--- src/hdl/pwm_pkg.sv ---
// package for the ten-bit pwm channel: register map, fields, reset values
package pwm_pkg;
  localparam int ADDR_W = 4;
  localparam logic [3:0] ADDR_DUTY_LOW = 4'h0;
  localparam logic [3:0] ADDR_DUTY_ACTIVE = 4'h1;
  localparam logic [3:0] ADDR_CONTROL = 4'h2;
  localparam logic [3:0] ADDR_TIMEBASE_SEL = 4'h3;
  localparam logic [3:0] ADDR_LIMIT_A = 4'h4;
  localparam logic [3:0] ADDR_LIMIT_B = 4'h5;
  localparam logic [3:0] ADDR_TIMER_CTRL_A = 4'h6;
  localparam logic [3:0] ADDR_TIMER_CTRL_B = 4'h7;
  localparam logic [3:0] ADDR_TIMER_A = 4'h8;
  localparam logic [3:0] ADDR_TIMER_B = 4'h9;
  localparam int CTRL_EXT_LSB = 4;
  localparam int CTRL_MODE_LSB = 0;
  localparam logic [7:0] CTRL_WMASK = 8'h3F;
  localparam logic [1:0] MODE_PWM = 2'h3;
  localparam int TSEL_BIT = 3;
  localparam int TCTRL_ON_BIT = 2;
  localparam logic [7:0] TCTRL_WMASK = 8'h7F;
  localparam logic [7:0] RST_BYTE = 8'h00;
  localparam logic [7:0] RST_LIMIT = 8'hFF;
  localparam logic [3:0] RST_MODE = 4'h0;
  localparam logic [1:0] PRE_DIV1 = 2'h0;
  localparam logic [1:0] PRE_DIV4 = 2'h1;
  localparam int QCLK_PHASES = 4;

  typedef struct packed {
    logic [ADDR_W-1:0] addr;
    logic [7:0] wdata;
    logic wr;
    logic rd;
  } bus_req_t;

  typedef struct packed {
    logic [7:0] count;
    logic [1:0] sub;
    logic tick;
    logic wrap;
  } timebase_t;
endpackage

--- src/hdl/pwm_channel.sv ---
// ten-bit pwm channel with two selectable period timers and register port
`timescale 1ns/100ps
module pwm_channel (
  input wire logic i_clock,
  input wire logic i_sys_rst,
  input wire logic [pwm_pkg::ADDR_W-1:0] i_addr,
  input wire logic [7:0] i_wdata,
  input wire logic i_wr,
  input wire logic i_rd,
  input wire logic i_pin_direction_bit,
  output logic [7:0] o_rdata,
  output logic o_channel_output_pin,
  output logic o_channel_output_oe
);
  import pwm_pkg::*;

  bus_req_t req;
  assign req = '{addr: i_addr, wdata: i_wdata, wr: i_wr, rd: i_rd};

  logic [7:0] duty_low_reg_r;
  logic [7:0] duty_active_reg_r;
  logic [1:0] duty_ext_latch_r;
  logic [7:0] channel_control_reg_r;
  logic [7:0] timebase_select_reg_r;
  logic [7:0] period_limit_r [2];
  logic [7:0] timer_ctrl_r [2];
  logic [7:0] rdata_r;
  logic pin_r;
  timebase_t tb [2];

  wire wr_duty_low = req.wr && (req.addr == ADDR_DUTY_LOW);
  wire wr_duty_active = req.wr && (req.addr == ADDR_DUTY_ACTIVE);
  wire wr_control = req.wr && (req.addr == ADDR_CONTROL);
  wire wr_tsel = req.wr && (req.addr == ADDR_TIMEBASE_SEL);
  wire [1:0] mode_hi = channel_control_reg_r[CTRL_MODE_LSB+2 +: 2];
  wire pwm_mode = (mode_hi == MODE_PWM);
  wire channel_off = (channel_control_reg_r[CTRL_MODE_LSB +: 4] == RST_MODE);

  // per timer: prescaler, quadrature sub-count, 8-bit count, limit compare
  genvar g;
  generate
    for (g = 0; g < 2; g++) begin : gen_timer
      logic [3:0] pre_r;
      logic [1:0] sub_r;
      logic [7:0] count_r;
      logic [3:0] pre_top;
      wire wr_limit = req.wr && (req.addr == (g == 0 ? ADDR_LIMIT_A : ADDR_LIMIT_B));
      wire wr_tctrl = req.wr && (req.addr == (g == 0 ? ADDR_TIMER_CTRL_A : ADDR_TIMER_CTRL_B));
      wire wr_count = req.wr && (req.addr == (g == 0 ? ADDR_TIMER_A : ADDR_TIMER_B));
      wire running = timer_ctrl_r[g][TCTRL_ON_BIT];
      wire [1:0] ps = timer_ctrl_r[g][1:0];
      // postscaler bits 6:3 are stored only; they never reach the period logic
      assign pre_top = (ps == PRE_DIV1) ? 4'h0 : (ps == PRE_DIV4) ? 4'h3 : 4'hF;
      wire pre_done = running && (pre_r == pre_top);
      wire sub_done = pre_done && (sub_r == 2'(QCLK_PHASES - 1));
      wire at_limit = (count_r == period_limit_r[g]);
      // the two low time-base bits step once per prescale period, so one base step
      // is always prescale clocks long whatever the ratio
      wire [1:0] sub_bits = sub_r;

      always_ff @(posedge i_clock) begin
        if (i_sys_rst) begin
          pre_r <= 4'h0;
          sub_r <= 2'h0;
          count_r <= RST_BYTE;
          period_limit_r[g] <= RST_LIMIT;
          timer_ctrl_r[g] <= RST_BYTE;
        end else begin
          if (wr_limit) begin
            period_limit_r[g] <= req.wdata;
          end
          if (wr_tctrl) begin
            timer_ctrl_r[g] <= req.wdata & TCTRL_WMASK;
          end
          if (wr_tctrl || wr_count) begin
            pre_r <= 4'h0;
            sub_r <= 2'h0;
          end else if (running) begin
            pre_r <= pre_done ? 4'h0 : pre_r + 4'h1;
            if (pre_done) begin
              sub_r <= sub_r + 2'h1;
            end
          end
          if (wr_count) begin
            count_r <= req.wdata;
          end else if (sub_done) begin
            count_r <= at_limit ? RST_BYTE : count_r + 8'h01;
          end
        end
      end

      // tick marks every step of the ten-bit base, wrap the last step of a period
      assign tb[g] = '{count: count_r, sub: sub_bits,
                       tick: pre_done, wrap: sub_done && at_limit};
    end
  endgenerate

  wire sel_b = timebase_select_reg_r[TSEL_BIT];
  timebase_t tsel;
  assign tsel = sel_b ? tb[1] : tb[0];
  wire [9:0] timebase = {tsel.count, tsel.sub};
  wire [9:0] duty_written = {duty_low_reg_r, channel_control_reg_r[CTRL_EXT_LSB +: 2]};
  wire [9:0] duty_active = {duty_active_reg_r, duty_ext_latch_r};
  wire period_start = pwm_mode && tsel.wrap;
  // match on the base value about to be entered, so the registered pin falls in
  // the very cycle the base equals the duty; above the period it never comes
  wire [9:0] base_next = timebase + 10'h001;
  wire duty_match = (duty_active == base_next);

  always_ff @(posedge i_clock) begin
    if (i_sys_rst) begin
      duty_low_reg_r <= RST_BYTE;
      duty_active_reg_r <= RST_BYTE;
      duty_ext_latch_r <= 2'h0;
      channel_control_reg_r <= RST_BYTE;
      timebase_select_reg_r <= RST_BYTE;
    end else begin
      if (wr_duty_low) begin
        duty_low_reg_r <= req.wdata;
      end
      if (wr_control) begin
        channel_control_reg_r <= req.wdata & CTRL_WMASK;
      end
      if (wr_tsel) begin
        timebase_select_reg_r <= req.wdata & 8'h1F;
      end
      if (period_start) begin
        duty_active_reg_r <= duty_low_reg_r;
        duty_ext_latch_r <= channel_control_reg_r[CTRL_EXT_LSB +: 2];
      end else if (wr_duty_active && !pwm_mode) begin
        duty_active_reg_r <= req.wdata;
      end
    end
  end

  // output latch; zero control clears it but the port latch is untouched
  always_ff @(posedge i_clock) begin
    if (i_sys_rst) begin
      pin_r <= 1'b0;
    end else if (wr_control && (req.wdata == RST_BYTE)) begin
      pin_r <= 1'b0;
    end else if (channel_off || !pwm_mode) begin
      pin_r <= 1'b0;
    end else if (period_start) begin
      pin_r <= (duty_written != 10'h000);
    end else if (tsel.tick && duty_match) begin
      pin_r <= 1'b0;
    end
  end

  wire [7:0] rd_mux =
    (req.addr == ADDR_DUTY_LOW) ? duty_low_reg_r :
    (req.addr == ADDR_DUTY_ACTIVE) ? duty_active_reg_r :
    (req.addr == ADDR_CONTROL) ? channel_control_reg_r :
    (req.addr == ADDR_TIMEBASE_SEL) ? timebase_select_reg_r :
    (req.addr == ADDR_LIMIT_A) ? period_limit_r[0] :
    (req.addr == ADDR_LIMIT_B) ? period_limit_r[1] :
    (req.addr == ADDR_TIMER_CTRL_A) ? timer_ctrl_r[0] :
    (req.addr == ADDR_TIMER_CTRL_B) ? timer_ctrl_r[1] :
    (req.addr == ADDR_TIMER_A) ? tb[0].count :
    (req.addr == ADDR_TIMER_B) ? tb[1].count : RST_BYTE;

  always_ff @(posedge i_clock) begin
    if (i_sys_rst) begin
      rdata_r <= RST_BYTE;
    end else begin
      rdata_r <= req.rd ? rd_mux : RST_BYTE;
    end
  end

  assign o_rdata = rdata_r;
  assign o_channel_output_pin = pin_r;
  // pin drives only when software made it an output (direction bit low)
  assign o_channel_output_oe = !i_pin_direction_bit;
endmodule

--- config.mk ---
export PLATFORM = sky130hd
export DESIGN_NAME = pwm_channel
export DESIGN_NICKNAME = d
export VERILOG_FILES = /design/src/hdl/pwm_pkg.sv /design/src/hdl/pwm_channel.sv
export SDC_FILE = /design/constraint.sdc
export NUM_CORES = 1
export LEC_CHECK = 0
export ABC_AREA = 1
export BUFFER_PORTS_ARGS = -buffer_cell sky130_fd_sc_hd__buf_2
export CORE_MARGIN = 2
export CORE_UTILIZATION = 60
export DETAILED_ROUTE_END_ITERATION = 10
export GPL_TIMING_DRIVEN = 0
export PLACE_DENSITY = 0.85
export REMOVE_ABC_BUFFERS = 1
export SLEW_MARGIN = 20
export SYNTH_ARGS = -nofsm -noshare
export SYNTH_HDL_FRONTEND = slang
export SYNTH_SLANG_ARGS = --single-unit
export TNS_END_PERCENT = 1
--- constraint.sdc ---
create_clock -name i_clock -period 2.01 [get_ports i_clock]
set_input_delay 0.201 -clock i_clock [delete_from_list [all_inputs] [get_ports i_clock]]
set_output_delay 0.201 -clock i_clock [all_outputs]
set_load 0.01 [all_outputs]
[Word-level counts from Yosys, hierarchy flattened]
Memories as Yosys holds them, arrays and structs flattened.
Index checks and enable logic that the tools add are counted.
Word-level totals
  flip-flop bits (word level): 66
  RAM bits: 30
  bits of input ports: 17
  word-level logic and storage cells: 132
  memories kept: 2
Memories
  period_limit_r: depth 2, width 8, read ports 2, clocked after memory_dff 0, write ports 2, RTL line pwm_channel.sv:25  | logic [7:0] period_limit_r [2];
  timer_ctrl_r: depth 2, width 7, read ports 2, clocked after memory_dff 0, write ports 2, RTL line pwm_channel.sv:26  | logic [7:0] timer_ctrl_r [2];
Operators by class
  add/sub/neg operators: 7
  eq/ne operators: 19
  mux-type cells: 45
  bitwise gates (word level): 5
  reductions and logical operators: 41
Operators by type and width (number)
  2-to-1 mux 8 bit: 20
  2-to-1 mux 4 bit: 6
  logical AND 1 bit: 20
  adder 8 x 1 -> 8 bit, second input constant: 2
  equality test 4 x 3 -> 1 bit, second input constant: 4
  equality test 8 bit: 2
  2-to-1 mux 1 bit: 16
  2-to-1 mux 7 bit: 2
  2-to-1 mux 12 bit: 1
  adder 10 x 1 -> 10 bit, second input constant: 1
  equality test 10 bit: 1
  nonzero test 10 bit: 1
  adder 4 x 1 -> 4 bit, second input constant: 2
  equality test 4 x 2 -> 1 bit, second input constant: 2
  equality test 4 bit: 2
  equality test 4 bit, second input constant: 2
  logical NOT 4 bit: 2
  logical NOT 8 bit: 1
  nonzero test 2 bit: 4
  equality test 2 bit, second input constant: 3
  OR reduction 2 bit: 3
  adder 2 x 1 -> 2 bit, second input constant: 2
  equality test 2 x 1 -> 1 bit, second input constant: 2
  equality test 4 x 1 -> 1 bit, second input constant: 1
  7 further kinds: 15

[Depth between registers and ports, before layout]
An unclocked memory read counts as a cell.
  depth in word-level cells: 14
  depth in mapped cells: 16

[Worst setup path before layout]
No wires, ideal clock.
  path type: in2reg
  start point: input i_addr[2] in the netlist's numbering
  end point: memory period_limit_r[0][0] (enable)
  library setup time: 0.384 ns
  data arrival time: 1.392 ns
  data required time: 1.626 ns
  slack: 0.234 ns
  stages: 6
  path buffers: 0
  cell sequence: inv_1 nor2_1 inv_1 nor2_2 inv_1 o21ai_0
RTL lines
  from (decl): RTL line pwm_channel.sv:6  | input wire logic [pwm_pkg::ADDR_W-1:0] i_addr,
  to (decl): RTL line pwm_channel.sv:25

==> results.yml <==
outcome:
  result_of_the_run: "finished, violations left"
  violated_checks: "setup timing"
cts:
  cts_sinks: 96
  cts_buffer_depth: 2
  tritoncts: "done"
  cts_hold_repair.buffers: 0
  worstSkewPairLatency_ns: 0.38
  cts_inserted_buffers: 9
  clk_pin_slew_ns: 0.10
  clock_tree.root_cell: "sky130_fd_sc_hd__clkbuf_8"
  clock_tree.htree_level_count: 3
critical_path:
  type_of_destination_of_the_critical_path: "flop"
  critical_path.n_buffers_inverters: 0
  timing.critical_path.max_delay_family: "simple AND/OR/NAND/NOR gates"
  critical_path_peak_fanout: 17
  worstPathArrival_ns: 2.30
  timing.critical_path.slowest_cell_delay_ns: 0.55
  critPathLaunchType: "flop"
  timing.critical_path.required_ns: 2.27
  crit_chain: "nand2_1 -> o21ai_2 -> nand4_2 -> nor2_2 -> nand2_1 -> nand2_2 -> nand3_4 -> o21ai_1 -> a21oi_1"
  worst_path_most_repeated_cell: "sky130_fd_sc_hd__nand2_1"
  crit_path_max_delay_cell_type: "sky130_fd_sc_hd__edfxtp_1"
  critPathKind: "reg -> reg"
logic_synthesis:
  yosys-top-cells-count: "sky130_fd_sc_hd__nand2_1, sky130_fd_sc_hd__inv_1, sky130_fd_sc_hd__nor2_1"
  netlist_instances: 800
  async_flop_share: 0
  synthMostInstantiatedCell: "sky130_fd_sc_hd__nand2_1"
  yosys.cell_types.count: 46
  synth_top_cells_by_area: "sky130_fd_sc_hd__dfxtp_1, sky130_fd_sc_hd__edfxtp_1, sky130_fd_sc_hd__nand2_1, sky130_fd_sc_hd__inv_1, sky130_fd_sc_hd__a21oi_1"
  ys_warn_count: 0
  synth.yosys.seq_area_share: 0.395
  synth_ff_type: "sky130_fd_sc_hd__dfxtp_1"
  ys_ff_latch: 96
  synth_top_cell_area_share: 0.235
  synth_enable_flop_cells: 30
  synthDominantAreaCellType: "sky130_fd_sc_hd__dfxtp_1"
  synthesized_area_per_cell_um2: 7.04
  netlist_area_mm2: 0.00563
power:
  pwr_density_mw_per_mm2: 630
  p_leak_nw: 2.44
  ir_worst_vdd_mv: 0.565
timing:
  fin_skew_ns: 0.0186
  fmax_mhz: 489
  layout_worst_path_cycle_share: 1.02
  post-route-worst-setup-slack_ns: -0.0329
  final_period_minus_worst_setup_slack_ns: 2.04
  final_max_slew_viol_count: 0
  hold_violations: 0
  final.setup.tns_ns: -0.0559
  worst-slew-pin-transition_ns: 0.789
  slew_headroom: 0.474
  grt_setup_unrepaired: "true"
  report.final.setup_viol: 3
global_route:
  overflow: 0
  grt_max_degree: 36
  track_usage: 0.346
  grt_pass1_wl_um: 26600
  antenna_violations_before_repair: 0
  number_of_global_route_vias_before_repair: 5143
floorplanning:
  floorplan.die.width_um: 101
  die-height_um: 101
  rows: 35
  die_area_mm2: 0.0102
  top_level_ports: 27
  fp.coreArea_mm2: 0.00915
  initial_utilization: 0.615
detailed_routing:
  drt-vias-per-instance: 6.02
  detail_route.wirelength_um: 16900
  drtPass1Iterations: 7
  postRouteAntennaNets: 0
  drc: 0
  num_vias: 5640
  first_iter_violations: 531
  routedWlPerCell_um: 18.0
placed_design:
  post-dp-hpwl_um: 12500
  number_of_i_o_port_buffers: 26
  gp_congestion: 0.989
finish:
  area_growth_pct: 7.18
  nFillCells: 793
  layout-drive-gt1-share: 0.115
  layout_nets: 845
  layout.core_utilization: 0.659
  antenna_cells_inserted: 0
run:
  drv.max_cap_violation_count: 0
worst_hold_path:
  min-delay-path-class: "in -> reg"
worst min-delay path, cell delays in order:
cell and delay, ns:
sky130_fd_sc_hd__buf_2 0.09, sky130_fd_sc_hd__nand2_1 0.08, sky130_fd_sc_hd__a21oi_1 0.05
cell usage in the layout, fill, tap and decap left out, drive strengths merged:
master   Yosys  layout
a211oi       6       6
a21oi       62      62
a22oi        1       1
a31oi       11      11
buf          9      28
clkbuf       9      10
clkinv       2       3
dfxtp       66      66
edfxtp      30      30
ha           7       7
inv        108     113
mux2         1       1
nand2      244     244
nand3       51      51
nand3b       1       1
nand4       10      10
nor2        79      79
nor3        15      15
nor4         3       3
o2111ai      2       2
o211ai       1       1
o21a         1       1
o21ai       43      43
o21bai       1       1
o221ai       4       4
o22ai        7       7
or2          3       3
xnor2        1       1
xor2        22      22
stage by stage:
step | hold WS (ns) | std cells | worst slack, ns | total power [mW] | area [µm²]
CTS | 0.0912 | 935 | -0.0489 | 3.78 | 5990
floorplan | 0.270 | 782 | 0.0265 | 2.37 | 5520
detailed placement | 0.454 | 919 | -0.525 | 2.54 | 5790
global route | 0.113 | 937 | -0.151 | 3.91 | 6030
global placement | 0.448 | 919 | -0.474 | 2.51 | 5790
finish | 0.0982 | 937 | -0.0329 | 3.80 | 6030
per-layer routing:
metal | vias up | GRT usage | share of wire
met5 | - | 0 | 0
met4 | 0 | 0.137 | 0.034
met3 | 60 | 0.0749 | 0.11
met2 | 336 | 0.535 | 0.45
met1 | 2586 | 0.475 | 0.40
li1 | 2658 | - | -
sequential cells by signal (all words and copies together), names as in the netlist:
name                   cells
gen_timer.count_r         16
period_limit_r            16
timer_ctrl_r              14
duty_active_reg_r          8
duty_low_reg_r             8
gen_timer.pre_r            8
o_rdata                    8
channel_control_reg_r      6
timebase_select_reg_r      5
gen_timer.sub_bits         4
duty_ext_latch_r           2
o_channel_output_pin       1
worst paths after layout:
| check | from | endpoint | slack (ns) | cells past startpoint |
|---|---|---|---|---|
| setup / recovery | timer_ctrl_r[0][2]$_SDFFCE_PN0P_ | duty_active_reg_r[4]$_SDFFE_PP0P_ | -0.03 | 9 |
| hold / removal | i_rd | o_rdata[1]$_SDFF_PP0_ | 0.1 | 3 |
| setup reg to reg | timer_ctrl_r[0][2]$_SDFFCE_PN0P_ | duty_active_reg_r[4]$_SDFFE_PP0P_ | -0.03 | 9 |
| hold reg to reg | timebase_select_reg_r[1]$_SDFFE_PP0P_ | timebase_select_reg_r[1]$_SDFFE_PP0P_ | 0.47 | 2 |
cells by family after synthesis:
family | Yosys count | synth area share
adder cells (fa/ha/maj) | 7 | 0.0156
XOR/XNOR | 23 | 0.0358
multiplexers | 1 | 0.00200
AO/OA/AOI/OAI | 139 | 0.139
buffers and inverters | 128 | 0.0927
AND/OR/NAND/NOR | 406 | 0.320
flip-flops | 96 | 0.395
final cells by class:
class | count | area [µm²] | share of cell area
clock inverters | 6 | 55.1 | 0.00912
multi-input cells | 576 | 2910 | 0.483
flip-flops and latches | 96 | 2230 | 0.369
well taps | 111 | 139 | 0.0230
inverters | 110 | 418 | 0.0693
clock buffers | 10 | 138 | 0.0228
repair buffers | 28 | 145 | 0.0241
report_power, final:
part,total [mW],internal [mW],switching [mW]
logic,0.382,0.109,0.273
clock network,1.29,0.514,0.773
registers,2.13,2.06,0.0720
repair_timing:
action                                 in CTS  in global routing
buffers inserted                            0                  2
endpoints found under the hold margin       0                  0
resized for setup                           7                  8
setup endpoints to repair                  19                 38
pin swaps                                   0                  1
Note: power is estimated with default switching activity, not from simulation.
